### config.mk
export PLATFORM = sky130hd
export DESIGN_NAME = image_sensor_channel_sequencer
export DESIGN_NICKNAME = d
export VERILOG_FILES = /design/src/sequencer_pkg.sv /design/src/image_sensor_channel_sequencer.sv
export SDC_FILE = /design/constraint.sdc
export NUM_CORES = 1
export LEC_CHECK = 0
export ABC_AREA = 1
export BUFFER_PORTS_ARGS = -buffer_cell sky130_fd_sc_hd__buf_2
export CAP_MARGIN = 10
export CORE_MARGIN = 10
export CORE_UTILIZATION = 54
export DETAILED_ROUTE_END_ITERATION = 16
export GPL_TIMING_DRIVEN = 0
export PLACE_DENSITY = 0.77
export SETUP_SLACK_MARGIN = 0.1
export SLEW_MARGIN = 30
export SYNTH_ARGS = -nofsm -noshare
export SYNTH_HDL_FRONTEND = slang
export SYNTH_SLANG_ARGS = --single-unit
### constraint.sdc
create_clock -name sys_clk -period 2.9 [get_ports sys_clk]
set_clock_uncertainty 0.1 [all_clocks]
set_input_delay 0.29 -clock sys_clk [delete_from_list [all_inputs] [get_ports sys_clk]]
set_output_delay 0.29 -clock sys_clk [all_outputs]
set_load 0.005 [all_outputs]
### src/sequencer_pkg.sv
`default_nettype none
package sequencer_pkg;
  // ****************************************
  // register indices (byte address = 4 * index)
  // ****************************************
  localparam int unsigned CFG_IDX     = 0;  // mode configuration
  localparam int unsigned RED_OFF_IDX = 1;  // red offset code
  localparam int unsigned GRN_OFF_IDX = 2;  // green offset code
  localparam int unsigned BLU_OFF_IDX = 3;  // blue offset code
  localparam int unsigned STATUS_IDX  = 8;  // live sequencer state
  localparam int unsigned ADDR_W      = 6;  // byte address width
  // ****************************************
  // configuration field positions and reset
  // ****************************************
  localparam int unsigned CIS_BIT     = 2;  // 1 = contact sensor
  localparam int unsigned SINGLE_BIT  = 3;  // single_channel_bit
  localparam int unsigned SEL_LO_BIT  = 4;  // channel_select_low_bit
  localparam int unsigned SEL_HI_BIT  = 5;  // channel_select_high_bit
  localparam int unsigned ORDER_BIT   = 6;  // sequence_order_bit
  localparam int unsigned FORMAT_BIT  = 7;  // output_format_bit
  localparam logic [7:0]  CFG_RESET   = 8'h00;
  // ****************************************
  // widths
  // ****************************************
  localparam int unsigned RES_W = 14;  // converter result
  localparam int unsigned OFF_W = 10;  // offset correction code
  // bus answers
  localparam logic [1:0] RESP_OKAY   = 2'h0;
  localparam logic [1:0] RESP_SLVERR = 2'h2;
  // multiplexer channels
  typedef enum logic [1:0] {CH_RED, CH_GREEN, CH_BLUE} channel_t;
  // axi4-lite master to slave
  typedef struct packed {
    logic              awvalid;
    logic [ADDR_W-1:0] awaddr;
    logic              wvalid;
    logic [31:0]       wdata;
    logic [3:0]        wstrb;
    logic              bready;
    logic              arvalid;
    logic [ADDR_W-1:0] araddr;
    logic              rready;
  } axi_req_t;
  // axi4-lite slave to master
  typedef struct packed {
    logic        awready;
    logic        wready;
    logic        bvalid;
    logic [1:0]  bresp;
    logic        arready;
    logic        rvalid;
    logic [31:0] rdata;
    logic [1:0]  rresp;
  } axi_rsp_t;
endpackage : sequencer_pkg
`default_nettype wire

### src/image_sensor_channel_sequencer.sv
// Local design decisions: register access over AXI4-Lite and the address map.
`default_nettype none
// How it works
// - four modes: single/triple, CCD/CIS
// - single bit set: one channel processed
// - select bits pick input; 01 is blue
// - single mode: multiplexer stays put
// - CCD: reset and video samples subtracted
// - format bit: parallel or byte output
// - CIS: one sample on reset clock fall
// - triple: all three sampled together
// - triple: advance on data clock fall
// - order bit: forward or reverse order
// - reset clock fall: back to first
// - per channel 10-bit offset correction
// - one shared 14-bit converter
// - CCD clamp enable drives biasing
// - demux: high byte rise, low fall
// - 8-bit config at zero, resets zero
module image_sensor_channel_sequencer #(
  parameter int RES_W = sequencer_pkg::RES_W,
  parameter int OFF_W = sequencer_pkg::OFF_W
) (
  // clock and reset
  input  wire logic                    sys_clk,
  input  wire logic                    reset_n,
  // register bus
  input  wire sequencer_pkg::axi_req_t axi_req,
  output sequencer_pkg::axi_rsp_t      axi_rsp,
  // timing pins from the sensor side
  input  wire logic                    reset_sample_clock,
  input  wire logic                    data_sample_clock,
  input  wire logic                    converter_clock,
  input  wire logic                    clamp_enable,
  // digitised input levels
  input  wire logic [RES_W-1:0]        red_input,
  input  wire logic [RES_W-1:0]        green_input,
  input  wire logic [RES_W-1:0]        blue_input,
  input  wire logic [RES_W-1:0]        common_reference_input,
  // results
  output logic                         clamp_active,
  output logic [RES_W-1:0]             data_out,
  output logic                         result_valid,
  output sequencer_pkg::channel_t      result_channel
);
  // ****************************************
  // state
  // ****************************************
  typedef struct packed {
    logic [7:0]                      cfg;     // software setting
    logic [7:0]                      act;     // setting in force
    logic [2:0][OFF_W-1:0]           off;     // offset codes
    logic [1:0]                      rs_s;    // synchronisers
    logic [1:0]                      ds_s;
    logic [1:0]                      cc_s;
    logic [1:0]                      cl_s;
    logic                            rs_d;    // edge history
    logic                            ds_d;
    logic                            cc_d;
    logic [3:0][RES_W-1:0]           in_a;    // level sync stage 1
    logic [3:0][RES_W-1:0]           in_b;    // level sync stage 2
    logic [2:0][RES_W-1:0]           rst_lvl; // reset level per stage
    logic [2:0][RES_W:0]             held;    // signed stage output
    sequencer_pkg::channel_t         sel;     // multiplexer
    sequencer_pkg::channel_t         tag;
    logic [RES_W-1:0]                res;
    logic [RES_W-1:0]                dout;
    logic                            rv;
    logic                            clamp;
    logic                            aw_got;
    logic                            w_got;
    logic [sequencer_pkg::ADDR_W-1:0] awaddr;
    logic [31:0]                     wdata;
    logic [3:0]                      wstrb;
    logic                            bvalid;
    logic [1:0]                      bresp;
    logic                            rvalid;
    logic [31:0]                     rdata;
    logic [1:0]                      rresp;
  } state_t;

  state_t     s_reg;   // registered state
  state_t     s_next;  // next state
  logic       rs_fall; // reset-sample clock fell
  logic       ds_fall; // data-sample clock fell
  logic       cc_rise; // converter clock rose
  logic       cc_fall; // converter clock fell
  logic [7:0] eff;     // setting seen at this edge
  logic       awready;
  logic       wready;

  // edges come from the second flop only
  assign rs_fall = s_reg.rs_d & ~s_reg.rs_s[1];
  assign ds_fall = s_reg.ds_d & ~s_reg.ds_s[1];
  assign cc_rise = ~s_reg.cc_d & s_reg.cc_s[1];
  assign cc_fall = s_reg.cc_d & ~s_reg.cc_s[1];
  // a new setting is taken at the fall itself
  assign eff     = rs_fall ? s_reg.cfg : s_reg.act;
  assign awready = ~s_reg.aw_got & ~s_reg.bvalid;
  assign wready  = ~s_reg.w_got & ~s_reg.bvalid;

  // ****************************************
  // channel helpers
  // ****************************************
  // select bits {hi,lo}: 00 red, 10 green, 01 blue, 11 red
  function automatic sequencer_pkg::channel_t pick_ch(input logic [7:0] c);
    logic [1:0] v;
    v = {c[sequencer_pkg::SEL_HI_BIT], c[sequencer_pkg::SEL_LO_BIT]};
    case (v)
      2'h1:    pick_ch = sequencer_pkg::CH_BLUE;
      2'h2:    pick_ch = sequencer_pkg::CH_GREEN;
      default: pick_ch = sequencer_pkg::CH_RED;
    endcase
  endfunction : pick_ch

  // forward r>g>b, reverse b>g>r, wrapping
  function automatic sequencer_pkg::channel_t step_ch(
    input sequencer_pkg::channel_t c, input logic rev);
    case (c)
      sequencer_pkg::CH_RED:   step_ch = rev ? sequencer_pkg::CH_BLUE : sequencer_pkg::CH_GREEN;
      sequencer_pkg::CH_GREEN: step_ch = rev ? sequencer_pkg::CH_RED : sequencer_pkg::CH_BLUE;
      default:                 step_ch = rev ? sequencer_pkg::CH_GREEN : sequencer_pkg::CH_RED;
    endcase
  endfunction : step_ch

  // ****************************************
  // next state
  // ****************************************
  always_comb begin
    logic signed [RES_W+1:0] sum;
    logic [3:0]              idx;
    logic [1:0]              k;
    sum    = '0;
    idx    = '0;
    k      = '0;
    s_next = s_reg;
    // pins: two flops before use
    s_next.rs_s = {s_reg.rs_s[0], reset_sample_clock};
    s_next.ds_s = {s_reg.ds_s[0], data_sample_clock};
    s_next.cc_s = {s_reg.cc_s[0], converter_clock};
    s_next.cl_s = {s_reg.cl_s[0], clamp_enable};
    s_next.rs_d = s_reg.rs_s[1];
    s_next.ds_d = s_reg.ds_s[1];
    s_next.cc_d = s_reg.cc_s[1];
    s_next.in_a = {common_reference_input, blue_input, green_input, red_input};
    s_next.in_b = s_reg.in_a;
    // bias only in ccd modes, while reset clock high
    s_next.clamp = s_reg.cl_s[1] & s_reg.rs_s[1] & ~s_reg.act[sequencer_pkg::CIS_BIT];
    if (rs_fall) begin
      s_next.act = s_reg.cfg;
    end
    // three stages always run; single mode just ignores two
    for (int i = 0; i < 3; i++) begin
      if (rs_fall && eff[sequencer_pkg::CIS_BIT]) begin
        // contact sensor: input minus common reference
        s_next.held[i] = {1'b0, s_reg.in_b[i]} - {1'b0, s_reg.in_b[3]};
      end else if (rs_fall) begin
        s_next.rst_lvl[i] = s_reg.in_b[i];
      end
      // data clock is grounded in cis, so no second sample
      if (ds_fall && !s_reg.act[sequencer_pkg::CIS_BIT]) begin
        s_next.held[i] = {1'b0, s_reg.rst_lvl[i]} - {1'b0, s_reg.in_b[i]};
      end
    end
    // multiplexer: the reset fall wins over a data fall
    if (rs_fall && eff[sequencer_pkg::SINGLE_BIT]) begin
      s_next.sel = pick_ch(eff);
    end else if (rs_fall) begin
      s_next.sel = eff[sequencer_pkg::ORDER_BIT] ?
                   sequencer_pkg::CH_BLUE : sequencer_pkg::CH_RED;
    end else if (ds_fall && !s_reg.act[sequencer_pkg::SINGLE_BIT]) begin
      s_next.sel = step_ch(s_reg.sel, s_reg.act[sequencer_pkg::ORDER_BIT]);
    end
    // conversion at each converter clock rise
    s_next.rv = cc_rise;
    if (cc_rise) begin
      sum = (RES_W+2)'($signed(s_reg.held[s_reg.sel]))
          + (RES_W+2)'($signed(s_reg.off[s_reg.sel]));
      if (sum < 0) begin
        s_next.res = '0;
      end else if (sum > $signed({2'b00, {RES_W{1'b1}}})) begin
        s_next.res = '1;
      end else begin
        s_next.res = sum[RES_W-1:0];
      end
      s_next.tag = s_reg.sel;
      if (s_reg.cfg[sequencer_pkg::FORMAT_BIT]) begin
        s_next.dout = {s_next.res[RES_W-1-:8], {(RES_W-8){1'b0}}};
      end else begin
        s_next.dout = s_next.res;
      end
    end
    // low bits left aligned, zero filled
    if (cc_fall && s_reg.cfg[sequencer_pkg::FORMAT_BIT]) begin
      s_next.dout = {s_reg.res[RES_W-9:0], 8'h00};
    end
    // write address and data, either order
    if (axi_req.awvalid && awready) begin
      s_next.aw_got = 1'b1;
      s_next.awaddr = axi_req.awaddr;
    end
    if (axi_req.wvalid && wready) begin
      s_next.w_got = 1'b1;
      s_next.wdata = axi_req.wdata;
      s_next.wstrb = axi_req.wstrb;
    end
    if (s_reg.aw_got && s_reg.w_got) begin
      idx            = s_reg.awaddr[sequencer_pkg::ADDR_W-1:2];
      k              = 2'(idx - 4'h1);
      s_next.aw_got  = 1'b0;
      s_next.w_got   = 1'b0;
      s_next.bvalid  = 1'b1;
      s_next.bresp   = sequencer_pkg::RESP_OKAY;
      if (idx == 4'(sequencer_pkg::CFG_IDX)) begin
        if (s_reg.wstrb[0]) s_next.cfg = s_reg.wdata[7:0];
      end else if (idx >= 4'(sequencer_pkg::RED_OFF_IDX) &&
                   idx <= 4'(sequencer_pkg::BLU_OFF_IDX)) begin
        if (s_reg.wstrb[0]) s_next.off[k][7:0] = s_reg.wdata[7:0];
        if (s_reg.wstrb[1]) s_next.off[k][OFF_W-1:8] = s_reg.wdata[OFF_W-1:8];
      end else if (idx != 4'(sequencer_pkg::STATUS_IDX)) begin
        s_next.bresp = sequencer_pkg::RESP_SLVERR; // unmapped
      end
    end else if (s_reg.bvalid && axi_req.bready) begin
      s_next.bvalid = 1'b0;
    end
    // read: one outstanding, answered next cycle
    if (axi_req.arvalid && !s_reg.rvalid) begin
      idx          = axi_req.araddr[sequencer_pkg::ADDR_W-1:2];
      k            = 2'(idx - 4'h1);
      s_next.rvalid = 1'b1;
      s_next.rresp  = sequencer_pkg::RESP_OKAY;
      s_next.rdata  = '0;
      if (idx == 4'(sequencer_pkg::CFG_IDX)) begin
        s_next.rdata[7:0] = s_reg.cfg;
      end else if (idx >= 4'(sequencer_pkg::RED_OFF_IDX) &&
                   idx <= 4'(sequencer_pkg::BLU_OFF_IDX)) begin
        s_next.rdata[OFF_W-1:0] = s_reg.off[k];
      end else if (idx == 4'(sequencer_pkg::STATUS_IDX)) begin
        s_next.rdata[11:0] = {s_reg.tag, s_reg.sel, s_reg.act};
      end else begin
        s_next.rresp = sequencer_pkg::RESP_SLVERR;
      end
    end else if (s_reg.rvalid && axi_req.rready) begin
      s_next.rvalid = 1'b0;
    end
  end

  // ****************************************
  // state register
  // ****************************************
  always_ff @(posedge sys_clk or negedge reset_n) begin
    if (!reset_n) begin
      s_reg     <= '0;
      s_reg.cfg <= sequencer_pkg::CFG_RESET;
      s_reg.act <= sequencer_pkg::CFG_RESET;
    end else begin
      s_reg <= s_next;
    end
  end

  // outputs
  assign axi_rsp.awready = awready;
  assign axi_rsp.wready  = wready;
  assign axi_rsp.bvalid  = s_reg.bvalid;
  assign axi_rsp.bresp   = s_reg.bresp;
  assign axi_rsp.arready = ~s_reg.rvalid;
  assign axi_rsp.rvalid  = s_reg.rvalid;
  assign axi_rsp.rdata   = s_reg.rdata;
  assign axi_rsp.rresp   = s_reg.rresp;
  assign clamp_active    = s_reg.clamp;
  assign data_out        = s_reg.dout;
  assign result_valid    = s_reg.rv;
  assign result_channel  = s_reg.tag;
endmodule : image_sensor_channel_sequencer
`default_nettype wire

* Word level (Yosys, flattened, before mapping)
Index checks and enable logic that the tools add are counted.
** Storage, ports and cells
- Bits in registers :: 320
- Output and inout bits :: 59
** Cells by class
- Add/sub/neg operators :: 9
- Order comparisons :: 10
- Eq/ne operators :: 5
- Multiplexer cells :: 56
- Bitwise logic cells :: 19
- Reduce and logical (&&, ||, !) cells :: 30
** Operators by type and width (number)
- $mux W30 :: 5
- $mux W15 :: 7
- $sub A14 B14 Y15 :: 6
- $bwmux W30 :: 2
- $mux W14 :: 4
- $bmux W10 S2 :: 2
- $demux W10 S2 :: 2
- $mux W10 :: 4
- $bmux W15 S2 :: 1
- $mux W2 :: 14
- $add A15 B10 Y16 :: 1
- $gt A16 B15 Y1 const B :: 1
- $lt A16 B1 Y1 const B :: 1
- $mux W8 :: 2
- $logic_and A1 B1 Y1 :: 14
- $mux W12 :: 1
- $reduce_bool A2 Y1 :: 6
- $not A1 Y1 :: 11
- $lt A2 B3 Y1 const B :: 3
- $and A1 B1 Y1 :: 8
- $ge A4 B1 Y1 const B :: 2
- $le A4 B2 Y1 const B :: 2
- $logic_not A4 Y1 :: 2
- $pmux W2 S2 :: 2
- other kinds (15) :: 26

* Longest topological paths before layout
- Word-level depth :: 12
- Mapped depth :: 19
- Gate-level depth less buffers :: 17

* Worst setup path before layout
Ideal clock, no wire load.
- Kind :: reg2reg
- Start :: register s_reg[114] in the netlist's numbering
- End :: register s_reg[103] in the netlist's numbering
- Library setup time :: 0.128 ns
- Arrival time :: 2.617 ns
- Path slack :: 0.055 ns
- Stages on the path, launching flop included :: 20
- Buffers on the path :: 3
- Period minus slack after synthesis :: 2.845 ns
- Path through :: dfrtp_1 -> clkbuf_1 -> nor2_1 -> clkbuf_1 -> nand2_1 -> o211ai_1 -> ha_1 -> nand2_1 -> inv_1 -> nand2_1 -> nand2_1 -> a21oi_2 -> nand2_2 -> nand2_2 -> nand2_2 -> nand2_2 -> buf_6 -> nand2_2 -> nand2_1 -> o21ai_1
** On the way
- Word-level cells in the longest chain between the ends :: 6
- Elaborated cells on any way between the ends :: 9
- Those cells by class :: add/sub (1); order compare (2); mux (6)
** Ends and longest elaborated chain
- start: declaration :: RTL line image_sensor_channel_sequencer.sv:82 : state_t s_reg;
- start signal: assignment :: RTL line image_sensor_channel_sequencer.sv:257 : s_reg <= s_next;
- $bmux W15 S2 or $bmux W10 S2 (tied branches) :: RTL line image_sensor_channel_sequencer.sv:177, image_sensor_channel_sequencer.sv:178
- $mux W15 (implied by the code) or $mux W10 (tied branches) :: RTL line image_sensor_channel_sequencer.sv:177, image_sensor_channel_sequencer.sv:178
- $add A15 B10 Y16 * :: RTL line image_sensor_channel_sequencer.sv:178 : + (RES_W+2)'($signed(s_reg.off[s_reg.sel]));
- $gt A16 B15 Y1 :: RTL line image_sensor_channel_sequencer.sv:181 : end else if (sum > $signed({2'b00, {RES_W{1'b1}}})) begin
- $mux W14 :: RTL line image_sensor_channel_sequencer.sv:181
- $mux W14 * :: RTL line image_sensor_channel_sequencer.sv:179 : if (sum < 0) begin
Every way passes the cells marked *; elsewhere a longest branch is shown, timed or not. The select of a mux whose other input is x is not followed.
A chain may end at the register's enable or synchronous reset.

* Worst setup path after layout
- Start :: register s_reg[114] in the netlist's numbering
- End :: register s_reg[102] in the netlist's numbering
Same word-level chain as after synthesis.

==> results <==
- The average via count per standard cell is 5.471.
- The number of hold violations in the final report is 0.
- The buffers plus inverters on the worst setup path is 5.
- The slowest stage of the critical path is the sky130_fd_sc_hd__dfrtp_1 cell.
- The first detailed-routing pass ran for 6 iterations.
- The clock passes through at most 3 buffers.
- The design draws 0.01992 W.
- Per report_power, the sequential group accounts for 31.3% of the total.
- The startpoint type of the worst setup path is a flip-flop.
- The antenna violation net count after detailed routing is 0.
- The power density over the cells is 944.3 nW/µm².
- The register with the most flip-flops in the layout has 219 of them.
- The violation count after the first detailed-route iteration is 1215.
- The clock transition at the register clock pins on the worst setup and hold paths after CTS is 60 ps.
- The post-synthesis instance area is 17270 µm².
- The placer's final routability congestion estimate is 0.9665.
- The placement-stage cell area is 18590 µm².
- The worst setup path is captured at a flip-flop.
- After layout, the worst setup slack is 49.66 ps.
- The maximum achievable frequency is 350.8 MHz.
- The data required time at the worst endpoint is 3210 ps.
- Per report_power, the combinational group accounts for 46.3% of the total.
- The reported max-cap violation count is 0.
- The die width is 198.8 µm.
- The number of failing setup endpoints in the final timing report is 0.
- The initial antenna violation count came to 1.
- The insertion delay to the later sink of the worst-skew pair is 540 ps.
- In this run the vertical extent of the chip is 198.8 µm.
- Setup repair after global routing could not meet its margin everywhere.
- The CTS tree is built.
- The end of the worst hold path is s_reg[81].
- The startpoint identified for the worst hold timing path is axi_req[52].
- The root cell of the clock tree is sky130_fd_sc_hd__clkbuf_16.
- Walking the worst path, the cells encountered are buf_8 > nor2_4 > buf_8 > nand2_1 > o211ai_1 > buf_6 > ha_4 > buf_4 > nand2_2 > nor2_4 > and2_2 > nand2_2 > nand2_2 > nand2_4 > nand2_2 > nand2_4 > buf_6 > nand2_2 > nand2_2 > o21ai_1.
- In this design, the largest share of critical-path delay is due to simple AND/OR/NAND/NOR gates.
- Per report_power, the clock group accounts for 22.3% of the total.
- The run finished with clean final reports.
- The number of global-route vias before repair came to 15454.
- The fraction of final layout cells sized beyond drive strength 1 is 15.27%.
- In this run the critical register-to-register path is captured at s_reg[102].
- Buffers placed on the I/O ports in this run total 123.
- The startpoint of the lowest-slack register-to-register path is s_reg[114].
- The internal power consumption is 0.01183 W.
- The overall track demand over capacity in global routing is 25.46%.
- The post-route DRC violation count is 0.
- The end-of-flow core utilization is 66.84%.
- The critical path in this run is classified as reg2reg.
- The site row count is 65.
- The stage delay of the slowest cell on the critical path is 400 ps.
- The pin count of the biggest net entering global routing is 88.
- The slack of the worst reg-to-reg path is 50 ps.
- IR analysis of the VDD net gives a maximum drop of 0.0007148 V.
- Of the total power, the share spent switching nets is 40.62%.
- The number of library cell types mapped by synthesis is 48.
- Timing analysis after detailed placement gives a worst setup slack of -783.5 ps.
- The analysis attributes to cell leakage a power of 10.88 nW.
- The effective utilization at floorplan is 54.73%.
- Counting I/O delays and the setup requirement, the final critical path takes 2850 ps.
- Sequential elements use 45.78% of the synthesized area.
- Of the available clock period, the critical path in the final layout requires 98.29%.
- The most common library cell in the layout ignoring fill and taps is sky130_fd_sc_hd__nand2_1.
- The average routed wire per standard cell is 17.79 µm.
- The worst pin sits at a relative slew slack of 39.49%.
- The number of standard cells after synthesis is 2134.
- The maximum fanout count along the critical path is 6.
- The area enclosed by the die boundary is 39540 µm².
- The final count of pins violating max slew came to 0.
- The number of nets in the finished design is 2645.
- The first global-routing pass estimated 79.93 mm of wire.
- The worst reg2reg path depth is 20.
- In this run the worst hold path is classified as in2reg.
- The core region is 31560 µm².
- After routing, the total negative slack on setup checks comes to 0 ps.
- The count of warnings emitted by yosys is 0.
- Summed over all layers, the global routing overflow is 0.
- The top cell types in the final layout, fill and taps aside, are 546 x sky130_fd_sc_hd__nand2_1, 314 x sky130_fd_sc_hd__dfrtp_1, 245 x sky130_fd_sc_hd__inv_1, 190 x sky130_fd_sc_hd__o21ai_0, 165 x sky130_fd_sc_hd__nand3_1.
- The arrival time reported for the critical path endpoint is 3160 ps.
- For the pin with the worst max-slew slack, the measured transition is 907.6 ps.
- Each instance of the synthesized netlist takes up on average 8.094 µm².
- The routed layout has 15602 vias.
- By instance count, the cell type seen most on the critical path is sky130_fd_sc_hd__nand2_2.
- Synthesis inferred 316 register bits.
- The power spent charging and discharging nets is 0.008092 W.
- The synthesis-to-layout area growth is 22.12%.
- In this run the count of I/O pins placed on the die edge is 174.
- The number of H-tree levels is 2.
- The worst hold path passes through 3 cells.
- The total CTS buffers is 35.
- Detailed placement finished with a half-perimeter wire length of 37.22 mm.
- Once layout is done, the placed cells without fillers occupy 21090 µm².
- Clock tree synthesis found a total of 316 sinks.
- The total routed wirelength is 50.74 mm.
## power by group through the flow
stage / clock network [W] / registers, W / logic, W
after floorplan: 0 / 0.00604 / 0.00559
after global placement: 0 / 0.00621 / 0.00750
after detailed placement: 0 / 0.00625 / 0.00768
after CTS: 0.00450 / 0.00620 / 0.00856
after global routing: 0.00470 / 0.00634 / 0.0102
final: 0.00445 / 0.00624 / 0.00923
## worst max path at each step
stage          startpoint     endpoint  slack (ps)  cells past startpoint
3_5_place_dp   s_reg[115]   s_reg[102]        -780                     17
5_1_grt        s_reg[114]   s_reg[102]         -80                     19
3_3_place_gp      reset_n  s_next[214]       -4310                      1
4_1_cts        s_reg[114]   s_reg[102]          80                     19
2_1_floorplan  s_reg[114]   s_reg[103]         130                     19
6_report       s_reg[114]   s_reg[102]          50                     20
## cell usage after synthesis (all sizes together)
| cell type | instances | area share (%) |
|---|---|---|
| nand2 | 570 | 13 |
| dfrtp | 316 | 46 |
| inv | 249 | 5.4 |
| o21ai | 194 | 5.6 |
| nand3 | 179 | 5.3 |
| a21oi | 155 | 4.6 |
| nor2 | 105 | 2.3 |
| ha | 101 | 7.3 |
| buf | 74 | 3.0 |
| clkbuf | 34 | 0.74 |
| nand4 | 26 | 0.94 |
| o211ai | 17 | 0.74 |
| nor3 | 14 | 0.46 |
| xnor2 | 12 | 0.61 |
| nand3b | 10 | 0.43 |
| a31oi | 9 | 0.33 |
| o21a | 9 | 0.39 |
| xor2 | 9 | 0.46 |
| a221o | 8 | 0.46 |
| fa | 7 | 0.81 |
| o221ai | 5 | 0.25 |
| o31ai | 5 | 0.22 |
| a21o | 4 | 0.17 |
| and3 | 4 | 0.14 |
| a21boi | 3 | 0.13 |
| mux2 | 3 | 0.20 |
| or2 | 3 | 0.11 |
| and2 | 2 | 0.080 |
| a211oi | 1 | 0.043 |
| a221oi | 1 | 0.051 |
| a22o | 1 | 0.051 |
| clkinv | 1 | 0.022 |
| conb | 1 | 0.022 |
| o21bai | 1 | 0.043 |
| o22ai | 1 | 0.036 |
## routing by layer
layer  up-vias  wire (µm)  GRT usage, %
met5         -          0        0.6596
met4         0       2203         11.36
met3       133       3353         4.579
met2       576      24980         43.86
met1      7338      20210         30.41
li1       7555          -             -
## repair_timing
item | 4_1_cts | 5_1_grt
cloned | 2 | 0
setup endpoints to repair | 21 | 20
pin swaps | 17 | 28
buffers inserted | 15 | 7
hold buffers | 80 | 0
resized for setup | 53 | 36
endpoints found under the hold margin | 253 | 0
## worst reg2reg max path: stages (launching register included)
cell	delay (ps)
sky130_fd_sc_hd__dfrtp_1	400
sky130_fd_sc_hd__buf_8	160
sky130_fd_sc_hd__nor2_4	200
sky130_fd_sc_hd__buf_8	150
sky130_fd_sc_hd__nand2_1	50
sky130_fd_sc_hd__o211ai_1	90
sky130_fd_sc_hd__buf_6	220
sky130_fd_sc_hd__ha_4	240
sky130_fd_sc_hd__buf_4	140
sky130_fd_sc_hd__nand2_2	80
sky130_fd_sc_hd__nor2_4	50
sky130_fd_sc_hd__and2_2	160
sky130_fd_sc_hd__nand2_2	80
sky130_fd_sc_hd__nand2_2	70
sky130_fd_sc_hd__nand2_4	90
sky130_fd_sc_hd__nand2_2	60
sky130_fd_sc_hd__nand2_4	70
sky130_fd_sc_hd__buf_6	120
sky130_fd_sc_hd__nand2_2	70
sky130_fd_sc_hd__nand2_2	70
sky130_fd_sc_hd__o21ai_1	60
## cell families (layout without fill, tap and decap cells)
| logic type | after synthesis | after routing | synth area share [%] |
|---|---|---|---|
| AOI/OAI and AO/OA | 414 | 414 | 13.16 |
| xor gates and xnor gates | 21 | 21 | 1.065 |
| adders and majority gates | 108 | 108 | 8.128 |
| buffers and inverters | 358 | 652 | 9.222 |
| DFF | 316 | 316 | 45.78 |
| muxes | 3 | 3 | 0.1956 |
| other | 1 | 23 | 0.02171 |
| and+or+nand+nor | 913 | 913 | 22.42 |
## cell type report
class | count | area [µm²]
clock inverter | 19 | 191.4
tap | 402 | 503.0
buffer | 107 | 703.2
timing repair buffer | 231 | 1724
clock buffer | 45 | 963.4
antenna | 1 | 2.502
inverter | 250 | 945.9
fill | 2603 | 10460
multi-input combinational | 1481 | 8149
sequential | 316 | 7910
## stage by stage
stage | cells | hold WS [ps]
6_report | 2852 | 65.67
5_1_grt | 2852 | 97.54
4_1_cts | 2845 | 32.09
3_5_place_dp | 2684 | 28.74
3_3_place_gp | 2680 | 231.8
2_1_floorplan | 2155 | -105.6
(Power assumes the default switching activity.)
